File: src/verilog/laor_cfg.svh
// Offsets, field positions, reset values and timing counts of the lane alarm / offset trim slice
`ifndef LAOR_CFG_SVH
`define LAOR_CFG_SVH

// Printed register indices; byte address is four times the index
`define LAOR_IDX_ALARM_STATUS 10'h2c1
`define LAOR_IDX_LANE_FLAGS 10'h2c4
`define LAOR_IDX_TRIM0 10'h330
`define LAOR_IDX_TRIM1 10'h332
`define LAOR_IDX_CAL_CTRL 10'h340
`define LAOR_IDX_CAL_STAT 10'h341
`define LAOR_IDX_INT_STAT 10'h342
`define LAOR_IDX_INT_MASK 10'h343

// Fields
`define LAOR_SUMMARY_BIT 5
`define LAOR_TRIM_W 12
`define LAOR_CTRL_OFS_EN 0
`define LAOR_CTRL_BG_EN 1
`define LAOR_CTRL_BGOS 2
`define LAOR_CTRL_START 3
`define LAOR_INT_LANE 0
`define LAOR_INT_CAL 1

// Reset values
`define LAOR_LANE_FLAGS_RST 8'hff
`define LAOR_TRIM_RST 16'h0000
`define LAOR_SUMMARY_RST 1'b1

// Bus answers
`define LAOR_RESP_OKAY 2'h0
`define LAOR_RESP_SLVERR 2'h2

// Timing: foreground offset calibration length
`define LAOR_CLK_PERIOD_NS 25
`define LAOR_FG_CAL_TIME_NS 10000
`define LAOR_FG_CAL_CYCLES ((`LAOR_FG_CAL_TIME_NS + `LAOR_CLK_PERIOD_NS - 1) / `LAOR_CLK_PERIOD_NS)

`endif

File: src/verilog/laor_pkg.sv
// Types shared by the lane alarm / offset trim slice
`default_nettype none
package laor_pkg;
    typedef enum logic [1:0] {
        LAOR_CAL_IDLE,
        LAOR_CAL_FG,
        LAOR_BACKGROUND_CAL_ENABLE
    } laor_cal_state_t;
endpackage
`default_nettype wire

File: src/verilog/laor_cal_engine.sv
// Offset calibration sequencer: foreground step, then optional continuous background
`include "laor_cfg.svh"
`default_nettype none
module laor_cal_engine
    import laor_pkg::*;
#(
    parameter int FG_CYCLES = `LAOR_FG_CAL_CYCLES
) (
    // Clock and reset
    input wire logic clk,
    input wire logic rst_n,
    // Control
    input wire logic start,
    input wire logic ofs_en,
    input wire logic bg_en,
    input wire logic bgos_en,
    // Status
    output logic busy,
    output logic foreground_cal_complete,
    output logic done_pulse,
    output logic spare_cal
);
    laor_cal_state_t state_r, state_nxt;
    logic [15:0] cnt_r, cnt_nxt;
    logic foreground_cal_complete_r, foreground_cal_complete_nxt;
    logic pulse_r, pulse_nxt;

    always_comb begin
        state_nxt = state_r;
        cnt_nxt = cnt_r;
        foreground_cal_complete_nxt = foreground_cal_complete_r;
        pulse_nxt = 1'b0;
        unique case (state_r)
            LAOR_CAL_IDLE: begin
                if (start && ofs_en) begin
                    state_nxt = LAOR_CAL_FG;
                    cnt_nxt = 16'(FG_CYCLES - 1);
                    foreground_cal_complete_nxt = 1'b0;
                end
            end
            LAOR_CAL_FG: begin
                if (cnt_r == 16'h0000) begin
                    foreground_cal_complete_nxt = 1'b1;
                    pulse_nxt = 1'b1;
                    // Continuous mode keeps the trims until ofs_en, bg_en or bgos_en is cleared
                    state_nxt = (bg_en && bgos_en) ? LAOR_BACKGROUND_CAL_ENABLE : LAOR_CAL_IDLE;
                end else begin
                    cnt_nxt = cnt_r - 16'h0001;
                end
            end
            LAOR_BACKGROUND_CAL_ENABLE: begin
                if (!(ofs_en && bg_en && bgos_en)) begin
                    state_nxt = LAOR_CAL_IDLE;
                end
            end
        endcase
    end

    always_ff @(posedge clk or negedge rst_n) begin
        if (!rst_n) begin
            state_r <= LAOR_CAL_IDLE;
            cnt_r <= 16'h0000;
            foreground_cal_complete_r <= 1'b0;
            pulse_r <= 1'b0;
        end else begin
            state_r <= state_nxt;
            cnt_r <= cnt_nxt;
            foreground_cal_complete_r <= foreground_cal_complete_nxt;
            pulse_r <= pulse_nxt;
        end
    end

    assign busy = (state_r != LAOR_CAL_IDLE);
    assign foreground_cal_complete = foreground_cal_complete_r;
    assign done_pulse = pulse_r;
    // Spare cores get their offsets in the foreground step when bg_en is set and bgos_en is clear
    assign spare_cal = (state_r == LAOR_CAL_FG) && bg_en && !bgos_en;

    property p_spare_cal;
        @(posedge clk) disable iff (!rst_n)
        (busy && !foreground_cal_complete && bg_en && !bgos_en) |-> spare_cal;
    endproperty
    a_spare_cal: assert property (p_spare_cal) else $error("spare cores not calibrated");

    property p_fg_len;
        @(posedge clk) disable iff (!rst_n)
        ($rose(busy) && state_r == LAOR_CAL_FG) |-> !foreground_cal_complete ##1 (!foreground_cal_complete)[*7];
    endproperty
    a_fg_len: assert property (p_fg_len) else $error("foreground done too early");
endmodule // laor_cal_engine
`default_nettype wire

File: src/verilog/laor_regs.sv
// Lane FIFO fault flags, alarm summary and core offset trims behind an AXI4-Lite slave
`include "laor_cfg.svh"
`default_nettype none

module laor_regs
    import laor_pkg::*;
#(
    parameter int ADDR_W = 12,
    parameter int LANES = 8,
    parameter int FG_CYCLES = `LAOR_FG_CAL_CYCLES
) (
    // Clock and reset
    input wire logic REF_CLK,
    input wire logic ARST_N,
    // AXI4-Lite write
    input wire logic [ADDR_W-1:0] AWADDR,
    input wire logic AWVALID,
    output logic AWREADY,
    input wire logic [31:0] WDATA,
    input wire logic [3:0] WSTRB,
    input wire logic WVALID,
    output logic WREADY,
    output logic [1:0] BRESP,
    output logic BVALID,
    input wire logic BREADY,
    // AXI4-Lite read
    input wire logic [ADDR_W-1:0] ARADDR,
    input wire logic ARVALID,
    output logic ARREADY,
    output logic [31:0] RDATA,
    output logic [1:0] RRESP,
    output logic RVALID,
    input wire logic RREADY,
    // Lane FIFO faults and fuse defaults, asynchronous
    input wire logic [LANES-1:0] LANE_FIFO_FAULT,
    input wire logic FUSE_VALID,
    input wire logic [11:0] FUSE_TRIM0,
    input wire logic [11:0] FUSE_TRIM1,
    // Core offset corrections and status
    output logic [11:0] CORE0_OFFSET,
    output logic [11:0] CORE1_OFFSET,
    output logic SPARE_OFS_CAL,
    output logic CAL_BUSY,
    output logic IRQ
);
    // ****************************************
    // Functions
    // ****************************************
    function automatic logic [9:0] reg_index(input logic [ADDR_W-1:0] a);
        reg_index = 10'(a >> 2);
    endfunction

    function automatic logic is_trim(input logic [9:0] i);
        is_trim = (i == `LAOR_IDX_TRIM0) || (i == `LAOR_IDX_TRIM1);
    endfunction

    function automatic logic [15:0] merge16(input logic [15:0] old, input logic [31:0] d,
                                             input logic [3:0] s);
        merge16 = {s[1] ? d[15:8] : old[15:8], s[0] ? d[7:0] : old[7:0]};
    endfunction

    // ****************************************
    // Input synchronisers
    // ****************************************
    logic [LANES-1:0] fault_s1_r, fault_s2_r;
    logic fuse_s1_r, fuse_s2_r;
    logic [11:0] fz0_s1_r, fz0_s2_r, fz1_s1_r, fz1_s2_r;

    always_ff @(posedge REF_CLK or negedge ARST_N) begin
        if (!ARST_N) begin
            fault_s1_r <= '0;
            fault_s2_r <= '0;
            fuse_s1_r <= 1'b0;
            fuse_s2_r <= 1'b0;
            fz0_s1_r <= 12'h000;
            fz0_s2_r <= 12'h000;
            fz1_s1_r <= 12'h000;
            fz1_s2_r <= 12'h000;
        end else begin
            fault_s1_r <= LANE_FIFO_FAULT;
            fault_s2_r <= fault_s1_r;
            fuse_s1_r <= FUSE_VALID;
            fuse_s2_r <= fuse_s1_r;
            fz0_s1_r <= FUSE_TRIM0;
            fz0_s2_r <= fz0_s1_r;
            fz1_s1_r <= FUSE_TRIM1;
            fz1_s2_r <= fz1_s1_r;
        end
    end

    // ****************************************
    // Calibration engine
    // ****************************************
    logic [2:0] cal_ctrl_r, cal_ctrl_nxt;
    logic cal_start_r, cal_start_nxt;
    logic cal_busy, cal_foreground_cal_complete, cal_done_pulse, spare_cal;

    laor_cal_engine #(.FG_CYCLES(FG_CYCLES)) u_cal (
        .clk(REF_CLK),
        .rst_n(ARST_N),
        .start(cal_start_r),
        .ofs_en(cal_ctrl_r[`LAOR_CTRL_OFS_EN]),
        .bg_en(cal_ctrl_r[`LAOR_CTRL_BG_EN]),
        .bgos_en(cal_ctrl_r[`LAOR_CTRL_BGOS]),
        .busy(cal_busy),
        .foreground_cal_complete(cal_foreground_cal_complete),
        .done_pulse(cal_done_pulse),
        .spare_cal(spare_cal)
    );

    // ****************************************
    // Bus channels
    // ****************************************
    logic aw_held_r, aw_held_nxt, w_held_r, w_held_nxt;
    logic awready_r, awready_nxt, wready_r, wready_nxt;
    logic [ADDR_W-1:0] awaddr_r, awaddr_nxt;
    logic [31:0] wdata_r, wdata_nxt;
    logic [3:0] wstrb_r, wstrb_nxt;
    logic bvalid_r, bvalid_nxt;
    logic [1:0] bresp_r, bresp_nxt;
    logic arready_r, arready_nxt, rvalid_r, rvalid_nxt;
    logic [31:0] rdata_r, rdata_nxt;
    logic [1:0] rresp_r, rresp_nxt;
    logic do_write;
    logic [9:0] widx, ridx;

    // ****************************************
    // Register state
    // ****************************************
    logic [LANES-1:0] lane_flags_r, lane_flags_nxt;
    logic summary_r, summary_nxt;
    logic [15:0] trim0_r, trim0_nxt, trim1_r, trim1_nxt;
    logic fuse_done_r, fuse_done_nxt;
    logic [1:0] int_stat_r, int_stat_nxt, int_mask_r, int_mask_nxt;
    logic irq_r, irq_nxt;
    logic [LANES-1:0] lane_clr;
    logic wr_ok;

    assign do_write = aw_held_r && w_held_r && !bvalid_r;
    assign widx = reg_index(awaddr_r);
    assign ridx = reg_index(ARADDR);
    // Trim accesses are refused while the calibration engine owns them
    assign wr_ok = !(is_trim(widx) && cal_busy);

    always_comb begin
        aw_held_nxt = aw_held_r;
        w_held_nxt = w_held_r;
        awaddr_nxt = awaddr_r;
        wdata_nxt = wdata_r;
        wstrb_nxt = wstrb_r;
        bvalid_nxt = bvalid_r;
        bresp_nxt = bresp_r;
        if (AWVALID && awready_r) begin
            aw_held_nxt = 1'b1;
            awaddr_nxt = AWADDR;
        end
        if (WVALID && wready_r) begin
            w_held_nxt = 1'b1;
            wdata_nxt = WDATA;
            wstrb_nxt = WSTRB;
        end
        if (bvalid_r && BREADY) begin
            bvalid_nxt = 1'b0;
        end
        if (do_write) begin
            aw_held_nxt = 1'b0;
            w_held_nxt = 1'b0;
            bvalid_nxt = 1'b1;
            bresp_nxt = `LAOR_RESP_OKAY;
            unique case (widx)
                `LAOR_IDX_ALARM_STATUS, `LAOR_IDX_LANE_FLAGS, `LAOR_IDX_CAL_CTRL,
                `LAOR_IDX_CAL_STAT, `LAOR_IDX_INT_STAT, `LAOR_IDX_INT_MASK: ;
                `LAOR_IDX_TRIM0, `LAOR_IDX_TRIM1: begin
                    if (!wr_ok) bresp_nxt = `LAOR_RESP_SLVERR;
                end
                default: bresp_nxt = `LAOR_RESP_SLVERR;
            endcase
        end
        awready_nxt = !aw_held_nxt;
        wready_nxt = !w_held_nxt;
    end

    always_ff @(posedge REF_CLK or negedge ARST_N) begin
        if (!ARST_N) begin
            aw_held_r <= 1'b0;
            w_held_r <= 1'b0;
            awready_r <= 1'b0;
            wready_r <= 1'b0;
            awaddr_r <= '0;
            wdata_r <= 32'h0000_0000;
            wstrb_r <= 4'h0;
            bvalid_r <= 1'b0;
            bresp_r <= 2'h0;
        end else begin
            aw_held_r <= aw_held_nxt;
            w_held_r <= w_held_nxt;
            awready_r <= awready_nxt;
            wready_r <= wready_nxt;
            awaddr_r <= awaddr_nxt;
            wdata_r <= wdata_nxt;
            wstrb_r <= wstrb_nxt;
            bvalid_r <= bvalid_nxt;
            bresp_r <= bresp_nxt;
        end
    end

    always_comb begin
        arready_nxt = arready_r;
        rvalid_nxt = rvalid_r;
        rdata_nxt = rdata_r;
        rresp_nxt = rresp_r;
        if (rvalid_r && RREADY) begin
            rvalid_nxt = 1'b0;
            arready_nxt = 1'b1;
        end else if (!rvalid_r) begin
            arready_nxt = 1'b1;
        end
        if (ARVALID && arready_r) begin
            arready_nxt = 1'b0;
            rvalid_nxt = 1'b1;
            rresp_nxt = `LAOR_RESP_OKAY;
            rdata_nxt = 32'h0000_0000;
            unique case (ridx)
                `LAOR_IDX_ALARM_STATUS: rdata_nxt[`LAOR_SUMMARY_BIT] = summary_r;
                `LAOR_IDX_LANE_FLAGS: rdata_nxt[LANES-1:0] = lane_flags_r;
                `LAOR_IDX_TRIM0, `LAOR_IDX_TRIM1: begin
                    if (cal_busy) begin
                        rresp_nxt = `LAOR_RESP_SLVERR;
                    end else begin
                        rdata_nxt[15:0] = (ridx == `LAOR_IDX_TRIM0) ? trim0_r : trim1_r;
                    end
                end
                `LAOR_IDX_CAL_CTRL: rdata_nxt[2:0] = cal_ctrl_r;
                `LAOR_IDX_CAL_STAT: rdata_nxt[1:0] = {cal_busy, cal_foreground_cal_complete};
                `LAOR_IDX_INT_STAT: rdata_nxt[1:0] = int_stat_r;
                `LAOR_IDX_INT_MASK: rdata_nxt[1:0] = int_mask_r;
                default: rresp_nxt = `LAOR_RESP_SLVERR;
            endcase
        end
    end

    always_ff @(posedge REF_CLK or negedge ARST_N) begin
        if (!ARST_N) begin
            arready_r <= 1'b0;
            rvalid_r <= 1'b0;
            rdata_r <= 32'h0000_0000;
            rresp_r <= 2'h0;
        end else begin
            arready_r <= arready_nxt;
            rvalid_r <= rvalid_nxt;
            rdata_r <= rdata_nxt;
            rresp_r <= rresp_nxt;
        end
    end

    // ****************************************
    // Register update
    // ****************************************
    always_comb begin
        lane_clr = '0;
        if (do_write && widx == `LAOR_IDX_LANE_FLAGS) begin
            lane_clr = wdata_r[LANES-1:0];
        end
        if (do_write && widx == `LAOR_IDX_ALARM_STATUS && wdata_r[`LAOR_SUMMARY_BIT]) begin
            lane_clr = '1;
        end
        // A fault in the clearing cycle wins over the clear
        lane_flags_nxt = (lane_flags_r & ~lane_clr) | fault_s2_r;
        summary_nxt = summary_r;
        if (do_write && widx == `LAOR_IDX_ALARM_STATUS && wdata_r[`LAOR_SUMMARY_BIT]) begin
            summary_nxt = 1'b0;
        end
        if (|fault_s2_r) summary_nxt = 1'b1;

        trim0_nxt = trim0_r;
        trim1_nxt = trim1_r;
        fuse_done_nxt = fuse_done_r;
        // Fuse defaults land once, after reset showed zero
        if (!fuse_done_r && fuse_s2_r) begin
            trim0_nxt = {4'h0, fz0_s2_r};
            trim1_nxt = {4'h0, fz1_s2_r};
            fuse_done_nxt = 1'b1;
        end
        if (do_write && wr_ok && widx == `LAOR_IDX_TRIM0) begin
            trim0_nxt = merge16(trim0_r, wdata_r, wstrb_r);
        end
        if (do_write && wr_ok && widx == `LAOR_IDX_TRIM1) begin
            trim1_nxt = merge16(trim1_r, wdata_r, wstrb_r);
        end

        cal_ctrl_nxt = cal_ctrl_r;
        cal_start_nxt = 1'b0;
        if (do_write && widx == `LAOR_IDX_CAL_CTRL) begin
            cal_ctrl_nxt = wdata_r[2:0];
            cal_start_nxt = wdata_r[`LAOR_CTRL_START];
        end

        int_mask_nxt = int_mask_r;
        if (do_write && widx == `LAOR_IDX_INT_MASK) int_mask_nxt = wdata_r[1:0];
        int_stat_nxt = int_stat_r;
        if (do_write && widx == `LAOR_IDX_INT_STAT) int_stat_nxt = int_stat_r & ~wdata_r[1:0];
        if (|fault_s2_r) int_stat_nxt[`LAOR_INT_LANE] = 1'b1;
        if (cal_done_pulse) int_stat_nxt[`LAOR_INT_CAL] = 1'b1;
        irq_nxt = |(int_stat_nxt & int_mask_nxt);
    end

    always_ff @(posedge REF_CLK or negedge ARST_N) begin
        if (!ARST_N) begin
            lane_flags_r <= `LAOR_LANE_FLAGS_RST;
            summary_r <= `LAOR_SUMMARY_RST;
            trim0_r <= `LAOR_TRIM_RST;
            trim1_r <= `LAOR_TRIM_RST;
            fuse_done_r <= 1'b0;
            cal_ctrl_r <= 3'h0;
            cal_start_r <= 1'b0;
            int_stat_r <= 2'h0;
            int_mask_r <= 2'h0;
            irq_r <= 1'b0;
        end else begin
            lane_flags_r <= lane_flags_nxt;
            summary_r <= summary_nxt;
            trim0_r <= trim0_nxt;
            trim1_r <= trim1_nxt;
            fuse_done_r <= fuse_done_nxt;
            cal_ctrl_r <= cal_ctrl_nxt;
            cal_start_r <= cal_start_nxt;
            int_stat_r <= int_stat_nxt;
            int_mask_r <= int_mask_nxt;
            irq_r <= irq_nxt;
        end
    end

    // Status mirrors are registered so every output leaves a flip-flop
    logic busy_q_r, spare_q_r;
    always_ff @(posedge REF_CLK or negedge ARST_N) begin
        if (!ARST_N) begin
            busy_q_r <= 1'b0;
            spare_q_r <= 1'b0;
        end else begin
            busy_q_r <= cal_busy;
            spare_q_r <= spare_cal;
        end
    end

    assign AWREADY = awready_r;
    assign WREADY = wready_r;
    assign BVALID = bvalid_r;
    assign BRESP = bresp_r;
    assign ARREADY = arready_r;
    assign RVALID = rvalid_r;
    assign RDATA = rdata_r;
    assign RRESP = rresp_r;
    assign CORE0_OFFSET = trim0_r[11:0];
    assign CORE1_OFFSET = trim1_r[11:0];
    assign SPARE_OFS_CAL = spare_q_r;
    assign CAL_BUSY = busy_q_r;
    assign IRQ = irq_r;

    // ****************************************
    // Checks
    // ****************************************
    property p_fault_sets;
        @(posedge REF_CLK) disable iff (!ARST_N)
        (fault_s2_r != '0) |=> ((lane_flags_r & $past(fault_s2_r)) == $past(fault_s2_r));
    endproperty
    a_fault_sets: assert property (p_fault_sets) else $error("lane fault not flagged");

    property p_w1c;
        @(posedge REF_CLK) disable iff (!ARST_N)
        (do_write && widx == `LAOR_IDX_LANE_FLAGS && fault_s2_r == '0)
            |=> (lane_flags_r == ($past(lane_flags_r) & ~$past(wdata_r[LANES-1:0])));
    endproperty
    a_w1c: assert property (p_w1c) else $error("write-one clear wrong");

    property p_persist;
        @(posedge REF_CLK) disable iff (!ARST_N)
        (do_write && widx == `LAOR_IDX_LANE_FLAGS && fault_s2_r[0]) |=> lane_flags_r[0];
    endproperty
    a_persist: assert property (p_persist) else $error("persisting fault lost");

    property p_summary_clr;
        @(posedge REF_CLK) disable iff (!ARST_N)
        (do_write && widx == `LAOR_IDX_ALARM_STATUS && wdata_r[`LAOR_SUMMARY_BIT]
            && fault_s2_r == '0) |=> (lane_flags_r == '0) && !summary_r;
    endproperty
    a_summary_clr: assert property (p_summary_clr) else $error("summary clear missed");

    property p_zero_keeps;
        @(posedge REF_CLK) disable iff (!ARST_N)
        (do_write && widx == `LAOR_IDX_LANE_FLAGS) |=>
            ((lane_flags_r & ~$past(wdata_r[LANES-1:0])) == (($past(lane_flags_r)
            | $past(fault_s2_r)) & ~$past(wdata_r[LANES-1:0])));
    endproperty
    a_zero_keeps: assert property (p_zero_keeps) else $error("zero write changed flag");

    property p_summary_set;
        @(posedge REF_CLK) disable iff (!ARST_N)
        (fault_s2_r != '0) |=> summary_r;
    endproperty
    a_summary_set: assert property (p_summary_set) else $error("summary not set");

    property p_trim_out;
        @(posedge REF_CLK) disable iff (!ARST_N)
        (do_write && wr_ok && widx == `LAOR_IDX_TRIM0 && wstrb_r == 4'hf && fuse_done_r)
            |=> CORE0_OFFSET == $past(wdata_r[11:0]) ##1 CORE0_OFFSET == trim0_r[11:0];
    endproperty
    a_trim_out: assert property (p_trim_out) else $error("core0 offset not applied");

    property p_trim_busy;
        @(posedge REF_CLK) disable iff (!ARST_N)
        (do_write && is_trim(widx) && cal_busy)
            |=> $stable(trim0_r) && $stable(trim1_r) && bresp_r == 2'h2;
    endproperty
    a_trim_busy: assert property (p_trim_busy) else $error("trim written while busy");
endmodule // laor_regs
`default_nettype wire

File: config.mk
export PLATFORM = sky130hd
export DESIGN_NAME = laor_regs
export DESIGN_NICKNAME = d
export VERILOG_FILES = /design/src/verilog/laor_pkg.sv /design/src/verilog/laor_cal_engine.sv /design/src/verilog/laor_regs.sv
export VERILOG_INCLUDE_DIRS = /design/src /design/src/verilog
export SDC_FILE = /design/constraint.sdc
export NUM_CORES = 1
export LEC_CHECK = 0
export BUFFER_PORTS_ARGS = -buffer_cell sky130_fd_sc_hd__buf_2
export CAP_MARGIN = 25
export CORE_MARGIN = 1
export CORE_UTILIZATION = 59
export DETAILED_ROUTE_END_ITERATION = 7
export PLACE_DENSITY = 0.85
export SYNTH_ARGS = -nofsm -noshare
export SYNTH_HDL_FRONTEND = slang
export SYNTH_SLANG_ARGS = --single-unit
File: constraint.sdc
create_clock -name REF_CLK -period 3.3 [get_ports REF_CLK]
set_input_delay 0.165 -clock REF_CLK [delete_from_list [all_inputs] [get_ports REF_CLK]]
set_output_delay 0.165 -clock REF_CLK [all_outputs]
set_load 0.01 [all_outputs]
# Word level (Yosys, flattened, before mapping)
# Index checks and enable logic that the tools add are counted.
op_classes:
  addsub: 1
  n_eq_ne: 27
  muxes: 51
  bitwise_logic: 6
  n_reduce_logical: 53
ops:
  columns: ["operator", "count"]
  rows:
  - ["equality test 10 bit, second input constant", 16]
  - ["two-way mux 16 bit", 8]
  - ["two-way mux 8 bit", 5]
  - ["one-hot mux 16 bit (2 select lines)", 1]
  - ["logical AND 1 bit", 24]
  - ["two-way mux 1 bit", 20]
  - ["logical NOT 16 bit", 1]
  - ["two-way mux 2 bit", 8]
  - ["one-hot mux 2 bit (2 select lines)", 4]
  - ["subtractor 16 x 1 -> 16 bit, second input constant", 1]
  - ["nonzero test 2 bit", 7]
  - ["inequality test 2 bit, second input constant", 6]
  - ["one-hot mux 2 bit (6 select lines)", 1]
  - ["OR reduction 6 bit", 2]
  - ["AND reduction 3 bit", 3]
  - ["AND 8 bit", 1]
  - ["NOT 8 bit", 1]
  - ["OR 8 bit", 1]
  - ["AND reduction 2 bit", 4]
  - ["OR reduction 8 bit", 1]
  - ["logical NOT 1 bit", 6]
  - ["one-hot mux 1 bit (3 select lines)", 2]
  - ["one-hot mux 2 bit (3 select lines)", 1]
  - ["OR reduction 2 bit", 3]
  - ["9 further kinds", 11]
totals:
  regBits: 196
  inputBits: 100
  wordCells: 177

# Depth between registers and ports, before layout
logic_depth:
  word_depth: 8
  ltp_mapped: 9
  mapped_depth_nobuf: 8

# Cells and area by module
# Synthesis repeated with hierarchy kept, for this count alone.
hier_totals:
  hier_cells: 644
  hier_area_um2: 8116.5
modules_own_cells:
  columns: ["module", "instances", "cells_per_inst", "area_each_um2", "seq_area_each_um2"]
  rows:
  - ["laor_regs", 1, 517, 6910.4, 4315.4]
  - ["laor_cal_engine", 1, 127, 1206.2, 500.5]

# Worst setup path before layout
# No wires, ideal clock.
synth_timing:
  path_kind: "flip-flop to flip-flop"
  startpoint: "reg bvalid_r (netlist: BVALID)"
  endpoint: "reg trim1_r[0]"
  setup_ns: 0.123
  arrival_ns: 1.996
  setup_slack_ns: 1.181
  stages_incl_launch_ff: 6
  n_path_buf: 0
  period_less_slack_ns: 2.119
  path_cell_list: "dfrtp_1 > nand4bb_4 > or3_4 > nor3_4 > mux2_4 > o221a_2"
synth_between:
  elab_chain_len: 6
synth_rtl:
  columns: ["item", "line", "rtl"]
  rows:
  - ["start: declaration", "laor_regs.sv:119", "logic bvalid_r, bvalid_nxt;"]
  - ["start signal: assignment", "laor_regs.sv:202", "bvalid_r <= bvalid_nxt;"]
  - ["logical NOT 1 bit (*)", "laor_regs.sv:139", "assign do_write = aw_held_r && w_held_r && !bvalid_r;"]
  - ["logical AND 1 bit (*)", "laor_regs.sv:139", null]
  - ["logical AND 1 bit (*)", "laor_regs.sv:287", "if (do_write && wr_ok && widx == `LAOR_IDX_TRIM1) begin"]
  - ["logical AND 1 bit (no source line) (*)", null, null]
  - ["inequality test 2 bit (no source line) / nonzero test 2 bit (equally long branches)", null, null]
  - ["AND reduction 2 bit (no source line)", null, null]
  - ["end signal: assignment", "laor_regs.sv:312", "trim1_r <= `LAOR_TRIM_RST;"]
  - ["end signal: assignment", "laor_regs.sv:323", "trim1_r <= trim1_nxt;"]
  - ["end: declaration", "laor_regs.sv:132", "logic [15:0] trim0_r, trim0_nxt, trim1_r, trim1_nxt;"]
# Every way passes the cells marked *; elsewhere a longest branch is shown, timed or not.
# A chain may end at the register's enable or synchronous reset.

# Worst setup path in the final report
layout_timing:
  startpoint: "reg u_cal.state_r[1]"
  endpoint: "reg trim0_r[7]"
layout_between:
  elab_chain_len: 7
layout_rtl:
  columns: ["item", "line", "rtl"]
  rows:
  - ["start: declaration", "laor_cal_engine.sv:23", "laor_cal_state_t state_r, state_nxt;"]
  - ["start signal: assignment", "laor_cal_engine.sv:66", "state_r <= state_nxt;"]
  - ["nonzero test 2 bit (*)", "laor_cal_engine.sv:73", "assign busy = (state_r != LAOR_CAL_IDLE);"]
  - ["logical AND 1 bit (*)", "laor_regs.sv:143", "assign wr_ok = !(is_trim(widx) && cal_busy);"]
  - ["logical NOT 1 bit (*)", "laor_regs.sv:143", null]
  - ["logical AND 1 bit (*)", "laor_regs.sv:284", "if (do_write && wr_ok && widx == `LAOR_IDX_TRIM0) begin"]
  - ["logical AND 1 bit (no source line) (*)", null, null]
  - ["inequality test 2 bit (no source line) / nonzero test 2 bit (equally long branches)", null, null]
  - ["AND reduction 2 bit (no source line)", null, null]
  - ["end signal: assignment", "laor_regs.sv:311", "trim0_r <= `LAOR_TRIM_RST;"]
  - ["end signal: assignment", "laor_regs.sv:322", "trim0_r <= trim0_nxt;"]
  - ["end: declaration", "laor_regs.sv:132", null]
# Marked as above.

==> metrics.md <==
| Metric | Value |
|---|---|
| Hold WC Path Type | `input port to flip-flop` |
| Worst Path Max Fanout | `10` |
| Antenna violations before repair | `0` |
| Worst EP required | `approximately 3.6 ns` |
| Clock-pin transition on the worst setup and hold timing paths | `roughly 0.070 ns` |
| Final Hold Viols | `0` |
| Worst rel slew slack | `0.274` |
| Startpoint Class | `flip-flop` |
| DR vias | `a little under 6k` |
| Synth unique cells | `a little under 70` |
| Pwr Density | `approximately 660 mW/mm²` |
| Post-CTS setup repair buffer count | `0` |
| Simple-Gate Fraction of Synth Area | `0.128` |
| FP Rows | `42` |
| Die footprint | `approximately 0.014 mm²` |
| Post-synth EDFFs | `0` |
| Avg WL per Cell | `between 15 and 20 µm` |
| FMAX | `around 0.38 GHz` |
| Lkg Pwr | `roughly 4.5 nW` |
| Sequential share of the synthesized area | `0.600` |
| Fin crit period | `2.61 ns` |
| # hold bufs at CTS | `64` |
| Largest net degree at the start of global routing | `around 120` |
| Initial core utilization | `0.606` |
| Final core utilization | `0.741` |
| Mux share of post-synthesis cell area | `0.0806` |
| Async SR Flop Fraction | `1.00` |
| Tightest Pin Transition | `roughly 1.1 ns` |
| Period utilization | `0.791` |
| Worst VDD drop | `about 0.00058 V` |
| Slowest CP cell | `mux2_1` |
| Pre-antenna DRT Iters | `5` |
| Setup TNS | `0 ns` |
| Yosys warns | `0` |
| Synth-to-layout area growth | `22.2%` |
| Die Span Y | `~120 µm` |
| Critical path data arrival time | `2.93 ns` |
| Gr usage total | `0.291` |
| DRC | `0` |
| Compound-Gate Fraction of Synth Area | `0.120` |
| Setup-failing EPs final | `0` |
| Gates resized, CTS repair | `0` |
| Xor/xnor share of the synthesized area | `0.00218` |
| Post-Syn Instances | `between 600 and 700` |
| Most frequent cells in the layout | `dfrtp_1, buf_2, dlygate4sd3_1` |
| First-iteration detailed-routing DRC count | `~570` |
| Antenna Violating Nets Remaining | `0` |
| Synth Flop Type | `dfrtp_1` |
| Worst skew pair latency | `0.43 ns` |
| GP Congestion | `between 0.8 and 0.9` |
| Most common cell after layout, fill and taps aside | `dfrtp_1` |
| Htree depth | `4` |
| Slew Limit Fails | `0` |
| Worst clock skew | `0.0107 ns` |
| RSZ-0062 raised after global routing | `no` |
| Routed WL | `a little under 20000 µm` |
| Adder-Cell Fraction of Synth Area | `0.00779` |
| Status | `finished, final reports clean` |
| GR Overflow Total | `0` |
| Main combinational cell family by area after synthesis | `simple AND/OR/NAND/NOR gates` |
| Tot Pwr | `0.00651 W` |
| Nets | `roughly 900` |
| Mapped Area | `0.00803 mm²` |
| Layout cell share with drive strength beyond 1 | `0.311` |
| IO Count | `168` |
| Crit end category | `flip-flop` |
| Post-DP HPWL | `12600 µm` |
| Number of port buffers | `~130` |
| Antenna diode count | `0` |
| Worst stage delay on the critical path | `approximately 0.52 ns` |
| Core Box Area | `about 0.013 mm²` |
| CTS tree | `yes` |
| First-pass GRT wire length | `31000 µm` |
| Clock buffer depth | `2` |
| CP delay by family, top | `simple AND/OR/NAND/NOR gates` |
| DR vias/cell | `between 5 and 6` |
| Die Span X | `about 120 µm` |
| Flops & latches, synth | `roughly 190` |
| Max_cap viols | `0` |
| Clock root buffer | `clkbuf_16` |
| Total CTS buffers | `17` |
| Vias in the first global route | `5917` |
| Worst path buffer plus inverter count | `1` |
| Synth Area per Inst | `about 13 µm²` |
| Worst-path cell chain | `inv_1, ha_1, nand4b_1, and4bb_2, nand3_1, mux2_1, o221a_2` |
| Kind of critical path | `flip-flop to flip-flop` |
| Clock sink total | `about 190` |
power by group:
part           total, W  switching, W  internal, W
sequential      0.00322      0.000477      0.00274
combinational   0.00124      0.000650     0.000590
clock           0.00206      0.000943      0.00111
logic make-up (layout without fill, tap and decap cells):
group           count (synthesis)  count (layout)
fa+ha+maj                       5               5
compound gates                131             131
other cells                     1              18
mux                            57              57
buf+inv                        81             244
flops                         192             192
xor+xnor                        2               2
simple gates                  170             170
through the flow:
step	cell area (µm²)	hold slack (ns)	setup slack (ns)	std cells
after floorplan	8090	-0.131	1.18	656
after global placement	8570	-0.0484	0.860	899
after detailed placement	8570	-0.0495	0.766	899
after CTS	9810	0.00383	0.742	995
after global routing	9810	0.00739	0.542	995
final	9810	0.0204	0.691	995
worst register-to-register path: cells and delay by family, from the launching register on:
family | cells | cell delay [ns]
multiplexers | 1 | 0.52
buffers and inverters | 1 | 0.11
AND/OR/NAND/NOR | 3 | 0.75
AO/OA/AOI/OAI | 1 | 0.32
adder cells (fa/ha/maj) | 1 | 0.40
flip-flops | 1 | 0.41
area by class of cell:
type | instances | area, µm²
fill | 872 | 3430
sequential | 192 | 4820
inverter | 16 | 60.1
tap | 176 | 220
timing repair buffer | 196 | 1330
clock inverter | 12 | 143
multi-input combinational | 383 | 2780
clock buffer | 20 | 457
final timing paths:
check / start / endpoint / slack, ns / cells past startpoint
setup / recovery: u_cal.state_r[1] / trim0_r[7] / 0.69 / 7
hold / removal: AWADDR[8] / awaddr_r[8] / 0.02 / 2
setup reg to reg: u_cal.state_r[1] / trim0_r[7] / 0.69 / 7
hold reg to reg: fz0_s1_r[8] / fz0_s2_r[8] / 0.35 / 0
max in group asynchronous: ARST_N / u_cal.cnt_r[12] / 2.14 / 3
min in group asynchronous: ARST_N / RDATA[13] / 0.09 / 2
state kept, by name (all words and copies together) (netlist names), 3 cells and up:
register      count
fault_s2_r        8
wdata_r          16
u_cal.cnt_r      16
trim1_r          16
fault_s1_r        8
cal_ctrl_r        3
fz0_s1_r         12
trim0_r          16
fz1_s1_r         12
fz1_s2_r         12
lane_flags_r      8
awaddr_r         10
RDATA            16
fz0_s2_r         12
Yosys cell counts, types with 4 or more instances:
library cell	count	area, µm²
dfrtp_1	183	4580
nand2_1	44	165
buf_4	43	323
mux2_2	36	405
o21ai_0	34	170
a21oi_1	22	110
nor2_1	19	71.3
o221a_2	19	214
clkbuf_1	17	63.8
mux2i_1	17	170
inv_1	16	60.1
nand2b_1	15	93.8
nand3_1	12	60.1
or3_1	10	62.6
dfstp_2	9	236
a22o_1	8	70.1
a31o_2	7	61.3
and3_1	7	43.8
nand4_1	7	43.8
nor3_1	7	35.0
nor4_1	6	37.5
ha_1	5	62.6
o221a_1	5	56.3
a21o_1	4	30.0
and2_1	4	25.0
and4_1	4	35.0
nor3b_1	4	30.0
o31ai_1	4	30.0
or4_1	4	30.0
metal layers:
metal  vias up  global-route usage  share of wire
met3        46              0.0724          0.058
met4         0               0.124          0.035
met5         -                   0              0
met2       264               0.480           0.50
li1       2600                   -              -
met1      2899               0.367           0.40
Note: power is estimated with default switching activity, not from simulation.
